--- config.mk ---
export PLATFORM = sky130hd
export DESIGN_NAME = rcp_top
export DESIGN_NICKNAME = d
export VERILOG_FILES = /design/src/common/rcp_pkg.sv /design/src/logic/rcp_top.sv /design/src/logic/rcp_pulse_meter.sv
export VERILOG_INCLUDE_DIRS = /design/src /design/src/common
export SDC_FILE = /design/constraint.sdc
export NUM_CORES = 1
export LEC_CHECK = 0
export BUFFER_PORTS_ARGS = -buffer_cell sky130_fd_sc_hd__buf_2
export CAP_MARGIN = 20
export CELL_PAD_IN_SITES_DETAIL_PLACEMENT = 1
export CELL_PAD_IN_SITES_GLOBAL_PLACEMENT = 2
export CORE_MARGIN = 2
export CORE_UTILIZATION = 43
export CTS_BUF_LIST = sky130_fd_sc_hd__clkbuf_2
export DETAILED_ROUTE_END_ITERATION = 8
export PLACE_DENSITY = 0.87
export SYNTH_ARGS = -nofsm -noshare
export SYNTH_HDL_FRONTEND = slang
export SYNTH_SLANG_ARGS = --single-unit
--- constraint.sdc ---
create_clock -name CORE_CLK -period 6.6 [get_ports CORE_CLK]
set_input_delay 1.32 -clock CORE_CLK [delete_from_list [all_inputs] [get_ports CORE_CLK]]
set_output_delay 1.32 -clock CORE_CLK [all_outputs]
set_load 0.01 [all_outputs]
--- src/common/rcp_defs.svh ---
// Constants of the receiver configuration port
// How it works
// - Two 12-bit writable words hold operation configuration and bit-check window.
// - Registers are written only through frames on the bidirectional data line.
// - After a supply drop a long marker low replaces the sync; host reprograms both.
// - Power-on reset loads default values into both configuration words.
// - First frame bit 1 is an OFF command; receiver returns to polling.
// - First bit 0, second bit 1 writes payload into operation configuration word.
// - First bit 0, second bit 0 writes payload into bit-check window word.
// - Second frame bit is the register address selecting the target word.
// - Baud-range select picks the data-rate range and the limit scale factor.
// - Lower count times limit scale factor gives the lower time limit; upper count minus one (0 stays 0) times it gives the upper.
// - Programmable output bit drives its pin; 1 reduces sensitivity.
// - Programmable output bit resets to 0, full sensitivity.
// - Bit-check window word holds 5-bit lower and 5-bit upper counts.
// - Device answers each frame start with exactly one sync pulse, or with the long marker low after a supply drop.
`ifndef RCP_DEFS_SVH
`define RCP_DEFS_SVH

`define RCP_CLK_MHZ        100
`define RCP_REG_W          12
`define RCP_ADDR_LIMIT     1'h0
`define RCP_ADDR_OPERATION_CONFIG_WORD    1'h1
`define RCP_FRAME_BITS     4'hd
`define RCP_OP_RESET       12'h001
`define RCP_LIM_RESET      12'h30e
`define RCP_OP_BAUD_LSB    0
`define RCP_OP_PROGRAMMABLE_OUTPUT_BIT_BIT    11
`define RCP_LIM_MIN_LSB    0
`define RCP_LIM_MAX_LSB    5
`define RCP_LIMIT_SCALE_FACTOR_0         4'h8
`define RCP_LIMIT_SCALE_FACTOR_1         4'h4
`define RCP_LIMIT_SCALE_FACTOR_2         4'h2
`define RCP_LIMIT_SCALE_FACTOR_3         4'h1
`define RCP_T1_NS_0        20000
`define RCP_T1_NS_1        10000
`define RCP_T1_NS_2        5000
`define RCP_T1_NS_3        2500
`define RCP_T3_NS          1000
`define RCP_MARK_NS        3000
`define RCP_SETTLE_NS      40
`define RCP_BIT1_NS        2000
`define RCP_GAP_NS         30000
`define RCP_CYC_UP(ns)     (((ns) * `RCP_CLK_MHZ + 999) / 1000)
`define RCP_CYC_DN(ns)     (((ns) * `RCP_CLK_MHZ) / 1000)

`endif

--- src/common/rcp_pkg.sv ---
// Types of the receiver configuration port
package rcp_pkg;

    typedef enum logic [3:0] {
        ST_IDLE   = 4'b0001,
        ST_SYNC   = 4'b0010,
        ST_SETTLE = 4'b0100,
        ST_BITS   = 4'b1000
    } rcp_state_t;

    typedef struct packed {
        logic        done;
        logic        low;
        logic [11:0] len;
    } rcp_pulse_t;

    typedef struct packed {
        logic [1:0] baud;
        logic [3:0] limit_scale_factor;
        logic [4:0] lim_min;
        logic [4:0] lim_max;
        logic       programmable_output_bit;
    } rcp_cfg_t;

endpackage

--- src/logic/rcp_top.sv ---
// Receiver configuration port: frame decoder and configuration words
`timescale 1ns/1ps
`include "rcp_defs.svh"
module rcp_top (
    // Clock and reset
    input  wire logic          CORE_CLK,
    input  wire logic          ARST_N,
    // Bidirectional data line
    input  wire logic          DATA_IN,
    output logic               DATA_OUT,
    output logic               DATA_OE,
    // Supply monitor
    input  wire logic          SUPPLY_DROP_IN,
    // Receiver control
    output logic               OFF_CMD,
    output logic               SUPPLY_LOSS,
    output logic               PROG_OUT,
    // Configuration view
    output logic [11:0]        OP_WORD,
    output logic [11:0]        LIMIT_WORD,
    output rcp_pkg::rcp_cfg_t  CFG,
    output logic [9:0]         TLIM_MIN_CYC,
    output logic [9:0]         TLIM_MAX_CYC
);
    import rcp_pkg::*;

    localparam logic [11:0] SYNC_CYC   = 12'(`RCP_CYC_DN(`RCP_T3_NS));
    localparam logic [11:0] MARK_CYC   = 12'(`RCP_CYC_DN(`RCP_MARK_NS));
    localparam logic [11:0] SETTLE_CYC = 12'(`RCP_CYC_UP(`RCP_SETTLE_NS));
    localparam logic [11:0] BIT1_CYC   = 12'(`RCP_CYC_UP(`RCP_BIT1_NS));
    localparam logic [11:0] GAP_CYC    = 12'(`RCP_CYC_DN(`RCP_GAP_NS));
    localparam logic [11:0] T1_CYC_0   = 12'(`RCP_CYC_UP(`RCP_T1_NS_0));
    localparam logic [11:0] T1_CYC_1   = 12'(`RCP_CYC_UP(`RCP_T1_NS_1));
    localparam logic [11:0] T1_CYC_2   = 12'(`RCP_CYC_UP(`RCP_T1_NS_2));
    localparam logic [11:0] T1_CYC_3   = 12'(`RCP_CYC_UP(`RCP_T1_NS_3));

    // State
    rcp_state_t  st_q;
    rcp_state_t  st_d;
    logic [11:0] cnt_q;
    logic [11:0] cnt_d;
    logic [3:0]  idx_q;
    logic [3:0]  idx_d;
    logic        addr_q;
    logic        addr_d;
    logic [11:0] sh_q;
    logic [11:0] sh_d;
    logic        drive_q;
    logic        drive_d;
    logic        off_q;
    logic        off_d;
    logic        wr_op;
    logic        wr_lim;

    // Configuration words
    logic [11:0] op_q;
    logic [11:0] lim_q;
    logic        marker_q;
    logic [1:0]  wr_mask_q;
    rcp_cfg_t    cfg_q;
    logic [9:0]  tmin_q;
    logic [9:0]  tmax_q;

    // Supply drop synchroniser
    logic        drop_s1_q;
    logic        drop_s2_q;
    logic        drop_s3_q;

    rcp_pulse_t  pulse;

    // Decode
    wire         listen    = (st_q == ST_IDLE) | (st_q == ST_BITS);
    wire         bit_val   = (pulse.len >= BIT1_CYC);
    wire [1:0]   baud      = op_q[`RCP_OP_BAUD_LSB +: 2];
    wire [4:0]   lim_min   = lim_q[`RCP_LIM_MIN_LSB +: 5];
    wire [4:0]   lim_max   = lim_q[`RCP_LIM_MAX_LSB +: 5];
    wire [3:0]   limit_scale_factor      = (baud == 2'h0) ? `RCP_LIMIT_SCALE_FACTOR_0 :
                             (baud == 2'h1) ? `RCP_LIMIT_SCALE_FACTOR_1 :
                             (baud == 2'h2) ? `RCP_LIMIT_SCALE_FACTOR_2 : `RCP_LIMIT_SCALE_FACTOR_3;
    wire [11:0]  t1_cyc    = (baud == 2'h0) ? T1_CYC_0 :
                             (baud == 2'h1) ? T1_CYC_1 :
                             (baud == 2'h2) ? T1_CYC_2 : T1_CYC_3;
    wire [11:0]  drive_len = marker_q ? MARK_CYC : SYNC_CYC;
    wire [11:0]  sh_next   = {bit_val, sh_q[11:1]};
    wire [9:0]   tmin_d    = {5'h00, lim_min} * {6'h00, limit_scale_factor};
    wire [4:0]   lim_max_m = (lim_max == 5'h00) ? 5'h00 : lim_max - 5'h01;
    wire [9:0]   tmax_d    = {5'h00, lim_max_m} * {6'h00, limit_scale_factor};
    wire         drop_evt  = drop_s2_q & ~drop_s3_q;
    wire [1:0]   wr_now    = {wr_op, wr_lim};
    wire [1:0]   mask_next = wr_mask_q | wr_now;

    rcp_pulse_meter u_meter (
        .clk    (CORE_CLK),
        .arst_n (ARST_N),
        .pin    (DATA_IN),
        .listen (listen),
        .pulse  (pulse)
    );

    // Frame sequencer
    always_comb begin
        st_d    = st_q;
        cnt_d   = cnt_q;
        idx_d   = idx_q;
        addr_d  = addr_q;
        sh_d    = sh_q;
        drive_d = 1'b0;
        off_d   = 1'b0;
        wr_op   = 1'b0;
        wr_lim  = 1'b0;
        case (st_q)
            ST_IDLE: begin
                cnt_d = 12'h000;
                if (pulse.done && (pulse.len >= t1_cyc)) begin
                    st_d    = ST_SYNC;
                    drive_d = 1'b1;
                end
            end
            ST_SYNC: begin
                if (cnt_q == drive_len - 12'h001) begin
                    st_d  = ST_SETTLE;
                    cnt_d = 12'h000;
                end else begin
                    drive_d = 1'b1;
                    cnt_d   = cnt_q + 12'h001;
                end
            end
            ST_SETTLE: begin
                if (cnt_q == SETTLE_CYC - 12'h001) begin
                    st_d  = ST_BITS;
                    cnt_d = 12'h000;
                    idx_d = 4'h0;
                end else begin
                    cnt_d = cnt_q + 12'h001;
                end
            end
            ST_BITS: begin
                if (pulse.done) begin
                    cnt_d = 12'h000;
                    idx_d = idx_q + 4'h1;
                    if (idx_q == 4'h0) begin
                        if (bit_val) begin
                            off_d = 1'b1;
                            st_d  = ST_IDLE;
                        end
                    end else if (idx_q == 4'h1) begin
                        addr_d = bit_val;
                    end else begin
                        sh_d = sh_next;
                        if (idx_q == `RCP_FRAME_BITS) begin
                            wr_op  = (addr_q == `RCP_ADDR_OPERATION_CONFIG_WORD);
                            wr_lim = (addr_q == `RCP_ADDR_LIMIT);
                            st_d   = ST_IDLE;
                        end
                    end
                end else if (pulse.low) begin
                    cnt_d = 12'h000;
                end else if (cnt_q == GAP_CYC - 12'h001) begin
                    st_d  = ST_IDLE;
                    cnt_d = 12'h000;
                end else begin
                    cnt_d = cnt_q + 12'h001;
                end
            end
            default: begin
                st_d = ST_IDLE;
            end
        endcase
    end

    always_ff @(posedge CORE_CLK or negedge ARST_N) begin
        if (!ARST_N) begin
            st_q    <= ST_IDLE;
            cnt_q   <= 12'h000;
            idx_q   <= 4'h0;
            addr_q  <= 1'b0;
            sh_q    <= 12'h000;
            drive_q <= 1'b0;
            off_q   <= 1'b0;
        end else begin
            st_q    <= st_d;
            cnt_q   <= cnt_d;
            idx_q   <= idx_d;
            addr_q  <= addr_d;
            sh_q    <= sh_d;
            drive_q <= drive_d;
            off_q   <= off_d;
        end
    end

    // Configuration words
    always_ff @(posedge CORE_CLK or negedge ARST_N) begin
        if (!ARST_N) begin
            op_q  <= `RCP_OP_RESET;
            lim_q <= `RCP_LIM_RESET;
        end else begin
            if (wr_op) begin
                op_q <= sh_next;
            end
            if (wr_lim) begin
                lim_q <= sh_next;
            end
        end
    end

    // Supply drop and marker
    always_ff @(posedge CORE_CLK or negedge ARST_N) begin
        if (!ARST_N) begin
            drop_s1_q <= 1'b0;
            drop_s2_q <= 1'b0;
            drop_s3_q <= 1'b0;
        end else begin
            drop_s1_q <= SUPPLY_DROP_IN;
            drop_s2_q <= drop_s1_q;
            drop_s3_q <= drop_s2_q;
        end
    end

    always_ff @(posedge CORE_CLK or negedge ARST_N) begin
        if (!ARST_N) begin
            marker_q  <= 1'b0;
            wr_mask_q <= 2'h0;
        end else if (drop_evt) begin
            marker_q  <= 1'b1;
            wr_mask_q <= 2'h0;
        end else if (mask_next == 2'h3) begin
            marker_q  <= 1'b0;
            wr_mask_q <= 2'h0;
        end else begin
            wr_mask_q <= marker_q ? mask_next : 2'h0;
        end
    end

    // Derived configuration outputs
    always_ff @(posedge CORE_CLK or negedge ARST_N) begin
        if (!ARST_N) begin
            cfg_q  <= '0;
            tmin_q <= 10'h000;
            tmax_q <= 10'h000;
        end else begin
            cfg_q.baud    <= baud;
            cfg_q.limit_scale_factor    <= limit_scale_factor;
            cfg_q.lim_min <= lim_min;
            cfg_q.lim_max <= lim_max;
            cfg_q.programmable_output_bit    <= op_q[`RCP_OP_PROGRAMMABLE_OUTPUT_BIT_BIT];
            tmin_q        <= tmin_d;
            tmax_q        <= tmax_d;
        end
    end

    assign DATA_OUT     = 1'b0;
    assign DATA_OE      = drive_q;
    assign OFF_CMD      = off_q;
    assign SUPPLY_LOSS  = marker_q;
    assign PROG_OUT     = op_q[`RCP_OP_PROGRAMMABLE_OUTPUT_BIT_BIT];
    assign OP_WORD      = op_q;
    assign LIMIT_WORD   = lim_q;
    assign CFG          = cfg_q;
    assign TLIM_MIN_CYC = tmin_q;
    assign TLIM_MAX_CYC = tmax_q;

endmodule

--- src/logic/rcp_pulse_meter.sv ---
// Synchroniser and low-pulse width meter for the data line
`timescale 1ns/1ps
module rcp_pulse_meter (
    // Clock and reset
    input  wire logic          clk,
    input  wire logic          arst_n,
    // Line and control
    input  wire logic          pin,
    input  wire logic          listen,
    // Measured pulse
    output rcp_pkg::rcp_pulse_t pulse
);
    import rcp_pkg::*;

    logic        sync1_q;
    logic        sync2_q;
    logic [11:0] len_q;
    logic        done_q;
    logic [11:0] out_len_q;
    wire         line_low = ~sync2_q;
    wire         pulse_end = sync2_q & (len_q != 12'h000) & listen;
    wire         len_sat = (len_q == 12'hfff);

    always_ff @(posedge clk or negedge arst_n) begin
        if (!arst_n) begin
            sync1_q <= 1'b1;
            sync2_q <= 1'b1;
        end else begin
            sync1_q <= pin;
            sync2_q <= sync1_q;
        end
    end

    always_ff @(posedge clk or negedge arst_n) begin
        if (!arst_n) begin
            len_q     <= 12'h000;
            done_q    <= 1'b0;
            out_len_q <= 12'h000;
        end else begin
            done_q <= pulse_end;
            if (pulse_end) begin
                out_len_q <= len_q;
            end
            if (!listen || !line_low) begin
                len_q <= 12'h000;
            end else if (!len_sat) begin
                len_q <= len_q + 12'h001;
            end
        end
    end

    assign pulse.done = done_q;
    assign pulse.low  = line_low & listen;
    assign pulse.len  = out_len_q;

endmodule

==> reports/metrics.cfg <==
[timing]
setup_tns_ns = 0
fin_skew_ns = 0.0253
fmax_ghz = 0.241
hold_viol_final = 0
rsz0062_at_grt = false
finalCriticalPeriod_ns = 4.14
final.period_utilization_pct = 62.7
setup_viol = 0
relSlewSlack_pct = 36.5
tightestPinTransition_ns = 0.945
hold_ws_ns = 0.374
maxSlewViolCount = 0

[die]
core_sq_um = 15100
die_area_sq_um = 16300
fp.dieH_microns = 128
initial_core_util_pct = 43.5
fp-row-count = 45
io_pins = 70
chipWidth_microns = 128

[power_and_ir_drop]
p_per_area_nw_per_um2 = 179
max-vdd-ir-drop_mv = 0.0998
p_total_mw = 1.30
static-leakage-power_nw = 3.81

[grt]
grt_pass1_vias = 5027
grt_pass1_wl_mm = 25.0
grt_max_degree = 81
grt.total_usage_pct = 19.4
grt-ovfl-total = 0
antenna_found_initial = 0

[drt]
vias = 4726
drc = 0
drtPass1Iterations = 6
drt_iter0_markers = 211
ant_nets = 0
avgRoutedWirePerCell_microns = 17.1
drt-total-wl_mm = 14.9
vias_per_cell = 5.44

[yosys]
synth_enable_flop_cells = 0
ys_async_sr_fraction_pct = 100
synth_top_area_share_pct = 44.6
synthTopCellsByArea = dfrtp_1 45%, ha_1 8.0%, mux2_2 5.8%
syn_area_per_cell_sq_um = 10.9
ys_seq_elements = 126
synthDistinctLibCells = 59
synth_seq_area_share_pct = 48.2
synth_top_cell_by_area = dfrtp_1
synth_cells = 603
syn_area_sq_um = 6570
synthFlopType = dfrtp_1
ys_warn_count = 0

[cts]
ctsHoldBuffers = 0
clk_latency_ns = 0.70
h-tree-depth = 4
post_cts.repair.setup_buffers = 0
clkTransAtPathRegs_ns = 0.19
cts_tree = built
cts-root-buf = clkbuf_2
cts_buffer_depth = 2
cts_made_buffers = 17
ctsResizeCount = 0
clkSinkCount = 126

[finish]
area_growth_pct = 10.9
diodes = 0
layout-drive-gt1-share_pct = 24.8
nets = 726

[run]
cap_violations = 0

[hold_path]
min_path_type = flip-flop to flip-flop
whs_path_depth = 0

[setup_path]
path_class = flip-flop to flip-flop
reg2reg_depth = 17
critical_path_arrival_ns = 4.78
critPathMaxFanout = 7
crit_path_start_kind = flip-flop
required_ns = 7.24
cp-end-kind = flip-flop

[placed_design]
gp_congestion = 0.834
place_hpwl_mm = 10.8
port-buffer-count = 66

[outcome]
status = completed

## cells in the mapped netlist, types with 7 or more instances
| cell | n |
|---|---|
| mux2_4 | 8 |
| dfrtp_1 | 117 |
| nor2b_1 | 7 |
| o211ai_1 | 8 |
| and2_1 | 11 |
| dfstp_2 | 9 |
| nand2_1 | 44 |
| nand2b_1 | 9 |
| fa_1 | 12 |
| inv_1 | 43 |
| xnor2_1 | 16 |
| nor3_1 | 19 |
| ha_1 | 42 |
| mux2_2 | 34 |
| o21ai_0 | 29 |
| nand3_1 | 17 |
| clkbuf_1 | 13 |
| and3_1 | 8 |
| a21oi_1 | 14 |
| nor2_1 | 49 |
## placed cells by master, fill, tap and decap left out, types with 6 or more instances in the layout
cell,synthesis,final
a21oi_1,14,14
nand3_1,17,17
nand2_1,44,44
dfstp_2,9,9
nand2b_1,9,9
or3_1,6,6
nor4b_1,6,6
buf_2,6,65
o211ai_1,8,8
fa_1,12,12
mux2_4,8,8
xor2_1,6,6
and2_1,11,11
xnor2_1,16,16
mux2_2,34,34
ha_1,42,42
inv_1,43,43
and3_1,8,8
clkbuf_2,0,18
dfrtp_1,117,117
nor2b_1,7,7
nor3_1,19,19
o21ai_0,29,29
nor2_1,49,49
## cell families after synthesis
kind of cell | count (synthesis) | synth area share, %
AO/OA/AOI/OAI | 76 | 7.22
XOR/XNOR | 22 | 2.93
adder cells (fa/ha/maj) | 54 | 11.7
buffers and inverters | 69 | 4.76
flip-flops | 126 | 48.2
multiplexers | 43 | 7.81
other | 1 | 0.0571
AND/OR/NAND/NOR | 212 | 17.4
## path summary, 6_finish.rpt
kind	slack [ns]	end	startpoint
max in group asynchronous	5.31	u_meter.len_q[4]$_DFFE_PN0P_	ARST_N
hold / removal	0.37	u_meter.sync2_q$_DFF_PN1_	u_meter.sync1_q$_DFF_PN1_
hold reg to reg	0.37	u_meter.sync2_q$_DFF_PN1_	u_meter.sync1_q$_DFF_PN1_
min in group asynchronous	0.43	TLIM_MAX_CYC[3]$_DFF_PN0_	ARST_N
setup reg to reg	2.46	TLIM_MAX_CYC[8]$_DFF_PN0_	LIMIT_WORD[5]$_DFFE_PN0P_
setup / recovery	2.46	TLIM_MAX_CYC[8]$_DFF_PN0_	LIMIT_WORD[5]$_DFFE_PN0P_
## final cells by class
cell class / count / area, sq um
fillers: 1715 / 7810
flip-flops and latches: 126 / 3160
multi-input cells: 410 / 3110
repair buffers: 70 / 383
well taps: 188 / 235
inverters: 43 / 161
clock inverters: 14 / 144
clock buffers: 18 / 90.1
## worst max-delay path: stages, from the launching register on
cell and delay [ns]:
dfrtp_1 0.49, inv_1 0.11, ha_1 0.18, nand2b_1 0.11, nor2_1 0.11, nor3_1 0.06
a21oi_1 0.33, nor2_1 0.11, fa_1 0.52, inv_1 0.06, fa_1 0.53, inv_1 0.05
ha_1 0.33, nor2b_1 0.15, o21ai_0 0.21, a21boi_0 0.19, or4_1 0.44, nand3_1 0.09
## stage by stage
stage / instance area, sq um / worst slack, ns / instances / util (%)
CTS: 7260 / 2.48 / 868 / 48.1
detailed placement: 7020 / 2.51 / 836 / 46.5
finish: 7280 / 2.46 / 869 / 48.3
global route: 7280 / 2.20 / 869 / 48.3
floorplan: 6580 / 2.98 / 605 / -
global placement: 7020 / 2.81 / 836 / 46.5
## registers in the layout, summed over array words and instances, names as in the netlist, 9 cells and up
register	count
u_meter.len_q	12
sh_q	11
TLIM_MAX_CYC	9
TLIM_MIN_CYC	9
OP_WORD	12
CFG	17
LIMIT_WORD	12
u_meter.out_len_q	12
cnt_q	12
## metal layers
layer | up-vias | wire length, microns | track usage, %
li1 | 2197 | - | -
met1 | 2426 | 6700 | 24.7
met2 | 79 | 7500 | 32.9
met3 | 24 | 388 | 3.69
met4 | 0 | 267 | 7.43
met5 | - | 0 | 0
## where the power goes
part / internal (mW) / switching, mW
sequential: 0.780 / 0.00522
clock: 0.174 / 0.302
combinational: 0.0122 / 0.0268
total: 0.967 / 0.334
No activity file was read; power rests on OpenSTA's default activity.
